**src/shared/smc_regs.vh**
```
/*
  register map, field positions and timing counts of the suspend mode controller.
  assumes inclusion by bare name from each design file; definitions only.
*/
`ifndef SMC_REGS_VH
`define SMC_REGS_VH
// byte addresses, one aligned word each
`define SMC_ADDR_CTRL 8'h00
`define SMC_ADDR_STATUS 8'h04
`define SMC_ADDR_IRQ_STAT 8'h08
`define SMC_ADDR_IRQ_MASK 8'h0C
`define SMC_ADDR_WAKE_EN 8'h10
`define SMC_ADDR_TIMING 8'h14
`define SMC_ADDR_PIN_MODE 8'h18
// ctrl fields
`define SMC_CTRL_ENABLE 0
`define SMC_CTRL_SYNC 1
`define SMC_CTRL_MULTI 2
`define SMC_CTRL_RESET 32'h0000_0000
// status fields
`define SMC_ST_STATE_LO 0
`define SMC_ST_STATE_HI 2
`define SMC_ST_AWAKE 3
`define SMC_ST_REQ 4
`define SMC_ST_GWE 5
`define SMC_ST_GTS 6
`define SMC_ST_DISABLE 7
// interrupt events
`define SMC_EV_ENTER 0
`define SMC_EV_EXIT 1
`define SMC_EV_REQ 2
`define SMC_EV_W 3
// timing register fields and defaults
`define SMC_TIM_GTS_LO 0
`define SMC_TIM_GTS_HI 3
`define SMC_TIM_GWE_LO 8
`define SMC_TIM_GWE_HI 11
`define SMC_GTS_DEFAULT 4'h4
`define SMC_GWE_DEFAULT 4'h5
`define SMC_CNT_W 4
// axi responses
`define SMC_RESP_OKAY 2'h0
`define SMC_RESP_SLVERR 2'h2
`endif

```
**src/verilog/smc_sync.v**
```verilog
/*
  three-stage input synchroniser for W pins; a change is accepted once
  stages two and three agree. assumes an asynchronous pin and one clock.
*/
`timescale 1ns/100ps
`include "smc_regs.vh"
module smc_sync #(
  parameter W = 1
) (
  input wire aclk,
  input wire aresetn,
  input wire [W-1:0] pin,
  output wire [W-1:0] level
);
  reg [W-1:0] s1_q;
  reg [W-1:0] s2_q;
  reg [W-1:0] s3_q;
  reg [W-1:0] lvl_q;
  // stage one is read only by stage two
  always @(posedge aclk) begin
    if (!aresetn) begin
      s1_q <= {W{1'b0}};
      s2_q <= {W{1'b0}};
      s3_q <= {W{1'b0}};
      lvl_q <= {W{1'b0}};
    end else begin
      s1_q <= pin;
      s2_q <= s1_q;
      s3_q <= s2_q;
      // agreement filter: hold the old level while stages two and three differ
      lvl_q <= (lvl_q & (s2_q ^ s3_q)) | (s2_q & s3_q);
    end
  end
  assign level = lvl_q;
endmodule // smc_sync

```
**src/verilog/smc_wake_timer.v**
```verilog
/*
  wake-up release timer: counts wake-clock cycles after the awake pin rises
  and raises done once the programmed count is reached. assumes run is a
  level from logic on the same clock.
*/
`timescale 1ns/100ps
`include "smc_regs.vh"
module smc_wake_timer #(
  parameter CW = `SMC_CNT_W
) (
  input wire aclk,
  input wire aresetn,
  input wire run,
  input wire [CW-1:0] limit,
  output wire done
);
  reg [CW-1:0] cnt_q;
  reg done_q;
  // count stops at the limit; dropping run clears it
  always @(posedge aclk) begin
    if (!aresetn || !run) begin
      cnt_q <= {CW{1'b0}};
      done_q <= 1'b0;
    end else if (!done_q) begin
      cnt_q <= cnt_q + {{(CW-1){1'b0}}, 1'b1};
      done_q <= ((cnt_q + {{(CW-1){1'b0}}, 1'b1}) >= limit);
    end
  end
  assign done = done_q;
endmodule // smc_wake_timer

```
**src/verilog/smc_top.v**
```verilog
/*
  suspend mode controller: sleep entry handshake, write protect, input and
  interconnect shutdown, per-pin sleep output select, awake status, multi-pin
  wake-up and programmable release timers, with an axi4-lite register file.
  assumes one 100 MHz clock and an external controller on the sleep pins.
*/
// The address map and the AXI4-Lite interface to the registers were chosen for this implementation.
`timescale 1ns/100ps
`include "smc_regs.vh"
module smc_top #(
  parameter NWAKE = 8,
  parameter NPIN = 8
) (
  input wire aclk,
  input wire aresetn,
  input wire [7:0] s_axi_awaddr,
  input wire s_axi_awvalid,
  output wire s_axi_awready,
  input wire [31:0] s_axi_wdata,
  input wire [3:0] s_axi_wstrb,
  input wire s_axi_wvalid,
  output wire s_axi_wready,
  output wire [1:0] s_axi_bresp,
  output wire s_axi_bvalid,
  input wire s_axi_bready,
  input wire [7:0] s_axi_araddr,
  input wire s_axi_arvalid,
  output wire s_axi_arready,
  output wire [31:0] s_axi_rdata,
  output wire [1:0] s_axi_rresp,
  output wire s_axi_rvalid,
  input wire s_axi_rready,
  input wire sleep_pin,
  input wire [NWAKE-1:0] wake_control_pins,
  input wire sleep_ack_in,
  output wire sleep_req_out,
  output wire awake_pin,
  output wire config_done,
  output wire write_protect,
  output wire input_disable,
  output wire sleep_outputs_active,
  output wire [NPIN-1:0] pin_sleep_mode,
  output wire irq
);
  // states
  localparam ST_RUN = 3'h0;
  localparam ST_REQ = 3'h1;
  localparam ST_SLEEP = 3'h2;
  localparam ST_WAKE = 3'h3;
  localparam ST_WAKE_EN = 3'h4;

  reg [2:0] state_q;
  reg [2:0] state_d;
  reg [31:0] ctrl_q;
  reg [`SMC_EV_W-1:0] irq_stat_q;
  reg [`SMC_EV_W-1:0] irq_mask_q;
  reg [NWAKE-1:0] wake_en_q;
  reg [`SMC_CNT_W-1:0] gts_cnt_q;
  reg [`SMC_CNT_W-1:0] gwe_cnt_q;
  reg [NPIN-1:0] pin_mode_q;
  reg req_out_q;
  reg awake_q;
  reg wp_q;
  reg dis_q;
  reg gts_q;
  reg [31:0] wdata_q;
  reg [3:0] wstrb_q;
  reg [7:0] awaddr_q;
  reg aw_have_q;
  reg w_have_q;
  reg bvalid_q;
  reg [1:0] bresp_q;
  reg rvalid_q;
  reg [31:0] rdata_q;
  reg [1:0] rresp_q;
  wire sleep_s;
  wire ack_s;
  wire [NWAKE-1:0] wake_s;
  wire gts_done;
  wire gwe_done;
  wire tmr_run;
  wire en = ctrl_q[`SMC_CTRL_ENABLE];
  wire use_sync = ctrl_q[`SMC_CTRL_SYNC];
  wire multi = ctrl_q[`SMC_CTRL_MULTI];
  wire any_wake = |(wake_s & wake_en_q);
  wire [`SMC_EV_W-1:0] ev;
  wire do_write;
  wire [31:0] wmask;

  // pins cross into this clock through three flops and an agreement flop
  smc_sync #(.W(1)) u_sync_sleep (.aclk(aclk), .aresetn(aresetn), .pin(sleep_pin),
    .level(sleep_s));
  smc_sync #(.W(1)) u_sync_ack (.aclk(aclk), .aresetn(aresetn), .pin(sleep_ack_in),
    .level(ack_s));
  smc_sync #(.W(NWAKE)) u_sync_wake (.aclk(aclk), .aresetn(aresetn),
    .pin(wake_control_pins), .level(wake_s));

  // timers are armed in the cycle that raises awake, so a release lands exactly
  // the programmed number of cycles after the awake rise, not one later
  assign tmr_run = (state_q == ST_WAKE) || (state_q == ST_WAKE_EN);
  smc_wake_timer #(.CW(`SMC_CNT_W)) u_gts_tmr (.aclk(aclk), .aresetn(aresetn),
    .run(tmr_run), .limit(gts_cnt_q), .done(gts_done));
  smc_wake_timer #(.CW(`SMC_CNT_W)) u_gwe_tmr (.aclk(aclk), .aresetn(aresetn),
    .run(tmr_run), .limit(gwe_cnt_q), .done(gwe_done));

  // sequencer next state
  always @* begin
    state_d = state_q;
    case (state_q)
      ST_RUN: begin
        if (en && sleep_s) begin
          if (use_sync)
            state_d = ST_REQ;
          else
            state_d = ST_SLEEP;
        end
      end
      ST_REQ: begin
        if (!sleep_s || !en)
          state_d = ST_RUN;
        else if (ack_s)
          state_d = ST_SLEEP;
      end
      ST_SLEEP: begin
        // multi-pin needs request low and an enabled wake pin high, already high counts
        if (!sleep_s && (!multi || any_wake))
          state_d = ST_WAKE;
      end
      ST_WAKE: begin
        state_d = ST_WAKE_EN;
      end
      ST_WAKE_EN: begin
        if (gts_done && gwe_done)
          state_d = ST_RUN;
      end
      default: begin
        state_d = ST_RUN;
      end
    endcase
  end

  // sequencer outputs are registered so pins never glitch
  always @(posedge aclk) begin
    if (!aresetn) begin
      state_q <= ST_RUN;
      req_out_q <= 1'b0;
      awake_q <= 1'b1;
      wp_q <= 1'b0;
      dis_q <= 1'b0;
      gts_q <= 1'b0;
    end else begin
      state_q <= state_d;
      req_out_q <= (state_d == ST_REQ) || (state_d == ST_SLEEP && use_sync);
      if (state_d == ST_SLEEP) begin
        wp_q <= 1'b1;
        dis_q <= 1'b1;
        gts_q <= 1'b1;
        awake_q <= 1'b0;
      end else if (state_d == ST_WAKE) begin
        dis_q <= 1'b0; // inputs return first, storage still protected
      end else if (state_d == ST_WAKE_EN) begin
        awake_q <= 1'b1;
        if (gts_done)
          gts_q <= 1'b0;
        if (gwe_done)
          wp_q <= 1'b0;
      end else if (state_d == ST_RUN) begin
        wp_q <= 1'b0;
        gts_q <= 1'b0;
        dis_q <= 1'b0;
        awake_q <= 1'b1;
      end
    end
  end

  assign sleep_req_out = req_out_q;
  assign awake_pin = awake_q;
  assign config_done = 1'b1; // configuration never cleared here
  assign write_protect = wp_q;
  assign input_disable = dis_q;
  assign sleep_outputs_active = gts_q;
  assign pin_sleep_mode = pin_mode_q & {NPIN{gts_q}};

  // events: entry, exit complete, request raised
  assign ev[`SMC_EV_ENTER] = (state_d == ST_SLEEP) && (state_q != ST_SLEEP);
  assign ev[`SMC_EV_EXIT] = (state_d == ST_RUN) && (state_q == ST_WAKE_EN);
  assign ev[`SMC_EV_REQ] = (state_d == ST_REQ) && (state_q == ST_RUN);
  assign irq = |(irq_stat_q & irq_mask_q);

  // axi4-lite write path: address and data taken in either order
  assign s_axi_awready = !aw_have_q && !bvalid_q;
  assign s_axi_wready = !w_have_q && !bvalid_q;
  assign do_write = aw_have_q && w_have_q && !bvalid_q;
  assign wmask = {{8{wstrb_q[3]}}, {8{wstrb_q[2]}}, {8{wstrb_q[1]}}, {8{wstrb_q[0]}}};
  assign s_axi_bvalid = bvalid_q;
  assign s_axi_bresp = bresp_q;

  // register file and write channel
  always @(posedge aclk) begin
    if (!aresetn) begin
      aw_have_q <= 1'b0;
      w_have_q <= 1'b0;
      awaddr_q <= 8'h00;
      wdata_q <= 32'h0000_0000;
      wstrb_q <= 4'h0;
      bvalid_q <= 1'b0;
      bresp_q <= `SMC_RESP_OKAY;
      ctrl_q <= `SMC_CTRL_RESET;
      irq_stat_q <= {`SMC_EV_W{1'b0}};
      irq_mask_q <= {`SMC_EV_W{1'b0}};
      wake_en_q <= {NWAKE{1'b0}};
      gts_cnt_q <= `SMC_GTS_DEFAULT;
      gwe_cnt_q <= `SMC_GWE_DEFAULT;
      pin_mode_q <= {NPIN{1'b0}};
    end else begin
      if (s_axi_awvalid && s_axi_awready) begin
        aw_have_q <= 1'b1;
        awaddr_q <= s_axi_awaddr;
      end
      if (s_axi_wvalid && s_axi_wready) begin
        w_have_q <= 1'b1;
        wdata_q <= s_axi_wdata;
        wstrb_q <= s_axi_wstrb;
      end
      if (bvalid_q && s_axi_bready)
        bvalid_q <= 1'b0;
      // set wins over a write-one clear in the same cycle
      if (do_write && awaddr_q == `SMC_ADDR_IRQ_STAT)
        irq_stat_q <= (irq_stat_q & ~(wdata_q[`SMC_EV_W-1:0] & wmask[`SMC_EV_W-1:0])) | ev;
      else
        irq_stat_q <= irq_stat_q | ev;
      if (do_write) begin
        aw_have_q <= 1'b0;
        w_have_q <= 1'b0;
        bvalid_q <= 1'b1;
        bresp_q <= `SMC_RESP_OKAY;
        case (awaddr_q)
          `SMC_ADDR_CTRL: ctrl_q <= (ctrl_q & ~wmask) | (wdata_q & wmask & 32'h0000_0007);
          `SMC_ADDR_IRQ_STAT: begin
          end
          `SMC_ADDR_IRQ_MASK: begin
            if (wstrb_q[0])
              irq_mask_q <= wdata_q[`SMC_EV_W-1:0];
          end
          `SMC_ADDR_WAKE_EN: begin
            if (wstrb_q[0])
              wake_en_q <= wdata_q[NWAKE-1:0];
          end
          `SMC_ADDR_TIMING: begin
            if (wstrb_q[0])
              gts_cnt_q <= wdata_q[`SMC_TIM_GTS_HI:`SMC_TIM_GTS_LO];
            if (wstrb_q[1])
              gwe_cnt_q <= wdata_q[`SMC_TIM_GWE_HI:`SMC_TIM_GWE_LO];
          end
          `SMC_ADDR_PIN_MODE: begin
            if (wstrb_q[0])
              pin_mode_q <= wdata_q[NPIN-1:0];
          end
          default: bresp_q <= `SMC_RESP_SLVERR;
        endcase
      end
    end
  end

  // read path: one read at a time, answer the cycle after address
  assign s_axi_arready = !rvalid_q;
  assign s_axi_rvalid = rvalid_q;
  assign s_axi_rdata = rdata_q;
  assign s_axi_rresp = rresp_q;
  always @(posedge aclk) begin
    if (!aresetn) begin
      rvalid_q <= 1'b0;
      rdata_q <= 32'h0000_0000;
      rresp_q <= `SMC_RESP_OKAY;
    end else if (s_axi_arvalid && s_axi_arready) begin
      rvalid_q <= 1'b1;
      rresp_q <= `SMC_RESP_OKAY;
      rdata_q <= 32'h0000_0000;
      case (s_axi_araddr)
        `SMC_ADDR_CTRL: rdata_q <= ctrl_q;
        `SMC_ADDR_STATUS: begin
          rdata_q[`SMC_ST_STATE_HI:`SMC_ST_STATE_LO] <= state_q;
          rdata_q[`SMC_ST_AWAKE] <= awake_q;
          rdata_q[`SMC_ST_REQ] <= req_out_q;
          rdata_q[`SMC_ST_GWE] <= wp_q;
          rdata_q[`SMC_ST_GTS] <= gts_q;
          rdata_q[`SMC_ST_DISABLE] <= dis_q;
        end
        `SMC_ADDR_IRQ_STAT: rdata_q[`SMC_EV_W-1:0] <= irq_stat_q;
        `SMC_ADDR_IRQ_MASK: rdata_q[`SMC_EV_W-1:0] <= irq_mask_q;
        `SMC_ADDR_WAKE_EN: rdata_q[NWAKE-1:0] <= wake_en_q;
        `SMC_ADDR_TIMING: begin
          rdata_q[`SMC_TIM_GTS_HI:`SMC_TIM_GTS_LO] <= gts_cnt_q;
          rdata_q[`SMC_TIM_GWE_HI:`SMC_TIM_GWE_LO] <= gwe_cnt_q;
        end
        `SMC_ADDR_PIN_MODE: rdata_q[NPIN-1:0] <= pin_mode_q;
        default: rresp_q <= `SMC_RESP_SLVERR;
      endcase
    end else if (rvalid_q && s_axi_rready) begin
      rvalid_q <= 1'b0;
    end
  end
endmodule // smc_top

```
**config.mk**
```make
export PLATFORM = sky130hd
export DESIGN_NAME = smc_top
export DESIGN_NICKNAME = d
export VERILOG_FILES = /design/src/verilog/smc_sync.v /design/src/verilog/smc_wake_timer.v /design/src/verilog/smc_top.v
export VERILOG_INCLUDE_DIRS = /design/src /design/src/shared
export SDC_FILE = /design/constraint.sdc
export NUM_CORES = 1
export LEC_CHECK = 0
export ABC_CLOCK_PERIOD_IN_PS = 2480
export BUFFER_PORTS_ARGS = -buffer_cell sky130_fd_sc_hd__buf_2
export CORE_ASPECT_RATIO = 1.75
export CORE_UTILIZATION = 40
export DETAILED_ROUTE_END_ITERATION = 10
export MAX_ROUTING_LAYER = met4
export PLACE_DENSITY = 0.64
export SYNTH_ARGS = -nofsm -noshare
export SYNTH_HDL_FRONTEND = slang
export SYNTH_SLANG_ARGS = --single-unit
```
**constraint.sdc**
```tcl
create_clock -name aclk -period 2.48 [get_ports aclk]
set_clock_uncertainty 0.15 [all_clocks]
set_input_delay 0.496 -clock aclk [delete_from_list [all_inputs] [get_ports aclk]]
set_output_delay 0.496 -clock aclk [all_outputs]
set_load 0.02 [all_outputs]
```
# After elaboration in Yosys (flattened, before gate mapping)
# Cells that the tools add are included.
op_classes:
  n_addsub: 2
  n_lt_le_gt_ge: 2
  n_eq_ne: 24
  n_mux: 37
  n_bitwise: 25
  reduce_logical: 54
op_table:
  columns: ["cell", "n"]
  rows:
  - ["8-bit by 5-bit equality test with 1-bit output, second input constant", 6]
  - ["32-bit bitwise AND", 1]
  - ["8-bit bitwise AND", 4]
  - ["8-bit by 4-bit equality test with 1-bit output, second input constant", 4]
  - ["32-bit NOT", 1]
  - ["32-bit by 3-bit bitwise OR with 32-bit output", 1]
  - ["1-bit 2-to-1 mux", 22]
  - ["3-bit one-hot mux with 7 select lines", 1]
  - ["3-bit AND reduction", 7]
  - ["20-bit 2-to-1 mux", 1]
  - ["3-bit 2-to-1 mux", 6]
  - ["1-bit logical AND", 17]
  - ["8-bit logical NOT", 2]
  - ["4-bit one-hot mux with 4 select lines", 1]
  - ["3-bit one-hot mux with 5 select lines", 1]
  - ["3-bit bitwise AND", 4]
  - ["3-bit by 2-bit equality test with 1-bit output, second input constant", 4]
  - ["1-bit logical NOT", 9]
  - ["3-bit by 2-bit inequality test with 1-bit output, second input constant", 3]
  - ["4-bit by 1-bit adder with 4-bit output, second input constant", 2]
  - ["8-bit by 3-bit equality test with 1-bit output, second input constant", 1]
  - ["4-bit >= comparator", 2]
  - ["8-bit bitwise OR", 1]
  - ["4-bit one-hot mux with 2 select lines", 1]
  - ["23 further kinds", 42]
word_totals:
  reg_bits: 184
  in_bits: 69
  out_inout_bits: 56
  word_cells: 183

# Depth between registers and ports, before layout
# Gate-level depths: netlist of the first run.
logic_depth:
  ltp_word: 11
  ltp_mapped: 7
  mapped_depth_nobuf: 6

# By module
# A second synthesis of the first run with hierarchy kept.
hier_totals:
  hier_cells: 741
  area_unflattened_um2: 7153.1
by_module_without_submodules:
  columns: ["module", "instances", "cells_per_inst", "area_per_inst_um2"]
  rows:
  - ["smc_top", 1, 576, 5298.8]
  - ["smc_sync at u_sync_wake", 1, 83, 1003.5]
  - ["smc_wake_timer", 2, 31, 296.5]
  - ["smc_sync at u_sync_ack ...", 2, 10, 128.9]

# Worst setup path before layout of the first run
# No wires, ideal clock.
synth_path:
  path_type: "in2reg"
  start: "input s_axi_araddr[5]"
  end: "register rdata_q[19], in the netlist s_axi_rdata[19]"
  t_arrival_ps: 1749
  t_required_ps: 2254
  slack_ps: 505
  path_stages: 6
  path_buffers: 1
  cell_sequence: "nor3_1 > nand3_1 > nor2_2 > buf_4 > nand3_1 > a21boi_0"
synth_via:
  elab_chain_len: 2
synth_rtl:
  columns: ["item", "line", "rtl"]
  rows:
  - ["start: declaration", "smc_top.v:26", "input wire [7:0] s_axi_araddr,"]
  - ["8-bit logical NOT", "smc_top.v:279", "case (s_axi_araddr)"]
  - ["20-bit 2-to-1 mux", "smc_top.v:279", null]
  - ["end signal: assignment", "smc_top.v:280", "`SMC_ADDR_CTRL: rdata_q <= ctrl_q;"]
  - ["end signal: indexed assignment", "smc_top.v:282", "rdata_q[`SMC_ST_STATE_HI:`SMC_ST_STATE_LO] <= state_q;"]
  - ["end signal: indexed assignment", "smc_top.v:283", "rdata_q[`SMC_ST_AWAKE] <= awake_q;"]
  - ["end: declaration", "smc_top.v:74", "reg [31:0] rdata_q;"]
# Every way passes these cells.
# A chain may end at the register's enable or synchronous reset.

# Worst setup path in the final report of the first run
layout_path:
  start: "register awaddr_q[1]"
  end: "register ctrl_q[13]"
layout_via:
  elab_chain_len: 2
layout_rtl:
  columns: ["item", "line", "rtl"]
  rows:
  - ["start: declaration", "smc_top.v:68", "reg [7:0] awaddr_q;"]
  - ["start signal: assignment", "smc_top.v:218", "awaddr_q <= s_axi_awaddr;"]
  - ["8-bit logical NOT", "smc_top.v:237", "case (awaddr_q)"]
  - ["2-bit AND reduction (no source line)", null, null]
  - ["end signal: assignment", "smc_top.v:208", "ctrl_q <= `SMC_CTRL_RESET;"]
  - ["end signal: assignment", "smc_top.v:238", "`SMC_ADDR_CTRL: ctrl_q <= (ctrl_q & ~wmask) | (wdata_q & wmask & 32'h0000_0007);"]
  - ["end: declaration", "smc_top.v:54", "reg [31:0] ctrl_q;"]
# Every way passes these cells.

==> summary.md, run 1 <==
| Metric | Value |
|---|---|
| Synth unique cells | 53 |
| Pint | 4.57 mW |
| Global-route wire length before repair | 25600 um |
| Data arrival, critical path | 2.38 ns |
| CTS root buffer | clkbuf_16 |
| Area delta synth->final | 18.3% |
| Total routed wirelength | 16000 um |
| Vias after detailed routing | 5408 |
| Worst-path maximum fanout | 8 |
| Yosys reg bits | 182 |
| WP data required | 2.64 ns |
| Xor-xnor portion of the synthesized cell area | 1.10% |
| Period utilisation layout | 89.5% |
| Slew @ Worst Pin | 0.896 ns |
| Layout Nets | 931 |
| Synthesized area per cell | 9.61 um^2 |
| Fillers | 1712 |
| Async S/R FF share, synth | 0% |
| GRT Overall Usage | 18.8% |
| DRC errors left | 0 |
| CTS Buf Count | 17 |
| Synth warnings | 0 |
| DRT Pass-1 Iters | 4 |
| Setup crit start | awaddr_q[1]$_SDFFE_PN0P_ |
| Crit path time final | 2.22 ns |
| Max H-tree Level | 4 |
| Worst-path clk slew | 0.07 ns |
| Relative slew slack | 39.7% |
| Die X-Extent | 103 um |
| Row count | 64 |
| Post-DP Area | 7910 um^2 |
| Power per cell area | 709 nW/um^2 |
| Post-CTS Setup Bufs | 0 |
| Hold Startpoint | wake_control_pins[4] |
| Number of global-route vias before repair | 5181 |
| Setup Viol. Count Final | 0 |
| P_leak | 3.66 nW |
| Status | complete, no violations |
| Share of synthesized area spent on multiplexers | 6.56% |
| Simple-Gate Fraction of Synth Area | 22.5% |
| Commonest non-fill, non-tap cells in the layout | dfxtp_1, buf_2, nand2_1, and2_1, a21boi_0 |
| PortBufs | 101 |
| Crit Path Class | flop to flop |
| I/O pins | 125 |
| Post-synth EDFFs | 0 |
| Largest net degree at the start of global routing | 81 |
| Skew-Pair Late Insertion Delay | 0.43 ns |
| Post-synthesis compound-gate area fraction | 12.4% |
| DR vias/cell | 4.98 |
| Max-cap viol count | 0 |
| DP HPWL | 11500 um |
| Clk sinks | 182 |
| Flop pwr share | 50.2% |
| Routed WL per cell | 14.8 um |
| Initial core utilization | 41.0% |
| Seq/Total Area, Yosys | 50.7% |
| Die Y | 179 um |
| Type of the tightest min-delay check | input port to flop |
| Worst vdd ir | 0.000420 V |
| Die ar. | 18500 um^2 |
| Setup TNS | 0 ns |
| Count of final hold-check violations | 0 |
| Number of DRC markers in iteration 0 | 226 |
| Switch share | 24.3% |
| Syn Inst Count | 748 |
| Antenna violations before repair | 0 |
| Post-route ant nets | 0 |
| Hold buffer count at CTS | 0 |
| Adder-cell share of the synthesized area | 3.48% |
| Clock power frac | 44.7% |
| Net Sw Power | 1.46 mW |
| Gpl congestion | 0.859 |
| Reg2reg start | awaddr_q[1]$_SDFFE_PN0P_ |
| Number of gates resized after CTS | 0 |
| Max-slew violations | 0 |
| TritonCTS clock tree | built |
| Layout cells sized above 1 | 17.9% |
| Cell area after synthesis | 7190 um^2 |
| FMAX | 450 MHz |
| Gate power share | 5.1% |
| Leading cell type in the layout, fill and taps excluded | dfxtp_1 |
| Finished Cell Area | 8510 um^2 |
| Top_reg_cell synth | dfxtp_1 |
| ANT cells | 0 |
| Congestion Overflow GR | 0 |
| CTS max path bufs | 2 |
| Startpoint type of the worst setup path | flop |
| Critical Path Sink Type | flop |
| RSZ-0062 raised after global routing | no |
| Largest family of logic cells by synthesized area | simple AND/OR/NAND/NOR gates |
| Core outline area | 17500 um^2 |
-- cell families (layout without fill, tap and decap cells) --
group	count (synthesis)	after routing
AO/OA/AOI/OAI	130	130
XOR/XNOR	9	9
adder cells (fa/ha/maj)	20	20
buffers and inverters	52	158
flip-flops	182	182
multiplexers	47	47
other	2	3
AND/OR/NAND/NOR	306	306
-- synth_stat cells (3+ instances only) --
cell,instances,area [um^2]
mux2i_1,46,460
ha_1,20,250
xnor2_1,5,43.8
buf_4,5,37.5
and2_1,68,425
a221oi_1,12,105
xor2_1,4,35.0
buf_1,3,11.3
clkbuf_1,29,109
a21boi_0,54,405
o21ai_0,24,120
nor3_1,4,20.0
or3_1,4,25.0
dfxtp_1,182,3640
and3b_1,3,26.3
nand3_1,28,140
nor2b_1,45,282
nand2b_1,8,50.1
a21oi_1,18,90.1
and3_1,7,43.8
nand3b_1,3,22.5
nand4_1,3,18.8
o22ai_1,3,18.8
o311ai_0,3,26.3
nand2_1,92,345
inv_1,12,45.0
nor2_1,28,105
-- power by group through the flow --
stage	clock network [mW]	logic [mW]	registers [mW]
5_1_grt	2.90	0.348	3.03
3_5_place_dp	0	0.311	3.10
3_3_place_gp	0	0.308	3.09
6_report	2.70	0.308	3.03
4_1_cts	2.77	0.313	3.03
2_1_floorplan	0	0.204	3.09
-- final timing paths --
kind                                                       end  slack, ns  cells after the start
worst max-delay path                   ctrl_q[13]$_SDFFE_PN0P_       0.26                      5
worst min-delay path            u_sync_wake.s1_q[4]$_SDFF_PN0_       0.12                      2
worst max register to register         ctrl_q[13]$_SDFFE_PN0P_       0.26                      5
worst min register to register  u_sync_wake.s2_q[6]$_SDFF_PN0_       0.28                      1
-- final cells by class --
cell class	instances	area, um^2	area share, %
inverter	12	45.0	0.529
clock buffer	18	439	5.16
sequential	182	3640	42.8
tap	231	289	3.40
timing repair buffer	114	606	7.12
multi-input combinational	515	3330	39.1
clock inverter	14	156	1.84
-- sequential cells by signal, indices dropped and copies added, names as in the netlist, 8 cells and up, named ones only --
| register | count |
|---|---|
| ctrl_q | 29 |
| wake_en_q | 8 |
| u_sync_wake.s1_q | 8 |
| pin_mode_q | 8 |
| u_sync_wake.s2_q | 8 |
| u_sync_wake.s3_q | 8 |
| wdata_q | 12 |
| awaddr_q | 8 |
| u_sync_wake.level | 8 |
| s_axi_rdata | 32 |
-- through the flow --
stage / hold slack, ns / util (%) / cells / power (mW) / setup WS [ns]
global route: 0.109 / 48.5 / 1086 / 6.28 / 0.0945
CTS: 0.104 / 48.5 / 1086 / 6.11 / 0.224
global placement: 0.264 / 45.1 / 1054 / 3.40 / 0.269
floorplan: 0.262 / - / 749 / 3.29 / 0.505
finish: 0.120 / 48.5 / 1086 / 6.03 / 0.259
detailed placement: 0.269 / 45.1 / 1054 / 3.41 / 0.237
-- routing by layer --
layer / vias to the layer above / part of all wire, % / wire [um] / GRT usage [%]
li1: 2736 / - / - / -
met1: 2520 / 41 / 6580 / 20.1
met2: 124 / 52 / 8340 / 32.9
met3: 28 / 3.8 / 603 / 3.76
met4: 0 / 3.1 / 500 / 8.51
met5: - / 0 / 0 / -
-- worst max-delay path: stages, from the launching register on --
cell,delay [ns]
dfxtp_1,0.32
or4_4,0.57
nor3_4,0.22
and3b_1,0.25
a21boi_0,0.31
and2_1,0.29
Power figures use the tool's default switching activity.
==> run 2: changes to the inputs <==
- PLACE_DENSITY: 0.64 -> unset
- PLACE_DENSITY_LB_ADDON: unset -> 0.15
==> summary.md, run 2 (synthesis gave the netlist of run 1 again) <==
| Metric | Value |
|---|---|
| Status | complete, no violations (unchanged) |
| CTS Buf Count | 17 (unchanged) |
| Die ar. | 18500 um^2 (unchanged) |
| Number of gates resized after CTS | 0 (unchanged) |
| FMAX | 450 MHz (about the same) |
| TritonCTS clock tree | built (unchanged) |
| Skew-Pair Late Insertion Delay | 0.43 ns (about the same) |
| RSZ-0062 raised after global routing | no (unchanged) |
| CTS max path bufs | 2 (unchanged) |
| Vias after detailed routing | 5418 (was 5408) |
| Max-cap viol count | 0 (unchanged) |
| Flip-flop and latch area | 3640 um^2 (unchanged) |
| Startpoint type of the worst setup path | flop (unchanged) |
| DRT Pass-1 Iters | 4 (unchanged) |
| I/O pins | 125 (unchanged) |
| Crit path time final | 2.22 ns (about the same) |
| Setup TNS | 0 ns (unchanged) |
| Critical Path Sink Type | flop (unchanged) |
| Multi-input gate area | 3330 um^2 (unchanged) |
| Core outline area | 17500 um^2 (unchanged) |
| Slew @ Worst Pin | 0.899 ns (was 0.896 ns) |
| Relative slew slack | 39.5% (was 39.7%) |
| Number of DRC markers in iteration 0 | 251 (was 226) |
| Data arrival, critical path | 2.38 ns (about the same) |
| Type of the tightest min-delay check | input port to flop (unchanged) |
| Post-CTS Setup Bufs | 0 (unchanged) |
| Area delta synth->final | 18.4% (was 18.3%) |
| WP data required | 2.64 ns (about the same) |
| Finished Cell Area | 8510 um^2 (about the same) |
| Max-slew violations | 0 (unchanged) |
| DP HPWL | 12300 um (was 11500 um) |
| Fillers | 1692 (was 1712) |
| Crit Path Class | flop to flop (unchanged) |
| Number of global-route vias before repair | 5205 (was 5181) |
| Congestion Overflow GR | 0 (unchanged) |
| Worst vdd ir | 0.000422 V (was 0.000420 V) |
| Period utilisation layout | 89.5% (about the same) |
| Layout Nets | 929 (was 931) |
| Die X-Extent | 103 um (unchanged) |
| Total routed wirelength | 16300 um (was 16000 um) |
| Max reg flops | 32 (unchanged) |
| Layout cells sized above 1 | 17.7% (was 17.9%) |
| Global-route wire length before repair | 26100 um (was 25600 um) |
| Power per cell area | 715 nW/um^2 (was 709 nW/um^2) |
| Setup Viol. Count Final | 0 (unchanged) |
| P_leak | 3.65 nW (was 3.66 nW) |
| Post-route ant nets | 0 (unchanged) |
| CTS root buffer | clkbuf_16 (unchanged) |
| Leading cell type in the layout, fill and taps excluded | dfxtp_1 (unchanged) |
| Max H-tree Level | 4 (unchanged) |
| Row count | 64 (unchanged) |
| Antenna violations before repair | 1 (was 0) |
| Count of final hold-check violations | 0 (unchanged) |
| Commonest non-fill, non-tap cells in the layout | dfxtp_1, buf_2, nand2_1, and2_1, a21boi_0 (unchanged) |
| Worst-path maximum fanout | 8 (unchanged) |
| Worst-path clk slew | 0.07 ns (about the same) |
| Die Y | 179 um (unchanged) |
| Routed WL per cell | 15.0 um (was 14.8 um) |
| Clk sinks | 182 (unchanged) |
| Fin util | 48.5% (about the same) |
| Largest net degree at the start of global routing | 83 (was 81) |
| DR vias/cell | 4.99 (was 4.98) |
| Hold slack | 0.116 ns (was 0.120 ns) |
| GRT Overall Usage | 19.3% (was 18.8%) |
| Initial core utilization | 41.0% (unchanged) |
| Gpl congestion | 0.844 (was 0.859) |
| Hold buffer count at CTS | 0 (unchanged) |
| Post-DP Area | 7900 um^2 (was 7910 um^2) |
| DRC errors left | 0 (unchanged) |
| PortBufs | 101 (unchanged) |
## run 2: power breakdown
part           internal [mW]  leakage, nW  switching, mW
Clock                   1.53        0.298           1.22
Sequential              2.98         1.48         0.0475
Combinational          0.125         1.88          0.181
Total                   4.64         3.65           1.45
## run 2: layout make-up
class                           count  share of cell area [%]
Antenna cell                        1                  0.0294
Clock buffer                       17                    5.00
Clock inverter                     15                    2.22
Inverter                           12                   0.529
Multi-Input combinational cell    515                    39.1
Sequential cell                   182                    42.8
Tap cell                          231                    3.40
Timing Repair Buffer              112                    6.94
## run 2: path summary, 6_finish.rpt
kind                             startpoint                        endpoint  slack (ns)  cells past startpoint
max                awaddr_q[1]$_SDFFE_PN0P_         ctrl_q[11]$_SDFFE_PN0P_        0.26                      5
min                    wake_control_pins[0]  u_sync_wake.s1_q[0]$_SDFF_PN0_        0.12                      2
min reg2reg  u_sync_wake.s1_q[0]$_SDFF_PN0_  u_sync_wake.s2_q[0]$_SDFF_PN0_        0.29                      1
max reg2reg        awaddr_q[1]$_SDFFE_PN0P_         ctrl_q[11]$_SDFFE_PN0P_        0.26                      5
## run 2: per-stage QoR
stage          worst slack, ns  power, mW  instances
2_1_floorplan            0.505       3.29        749
4_1_cts                  0.207       6.16       1084
6_report                 0.260       6.09       1085
3_5_place_dp             0.183       3.41       1052
5_1_grt                 0.0724       6.32       1085
3_3_place_gp             0.295       3.40       1052
## run 2: layer usage
metal | wire, um | GRT usage [%]
met5 | 0 | -
met4 | 473 | 8.74
met3 | 563 | 2.99
met2 | 8660 | 35.1
met1 | 6600 | 20.0
## run 2: worst max-delay path: stages (launching register included)
cell,delay (ns)
dfxtp_1,0.31
or4_4,0.56
nor3_4,0.23
and3b_1,0.25
a21boi_0,0.31
and2_1,0.29
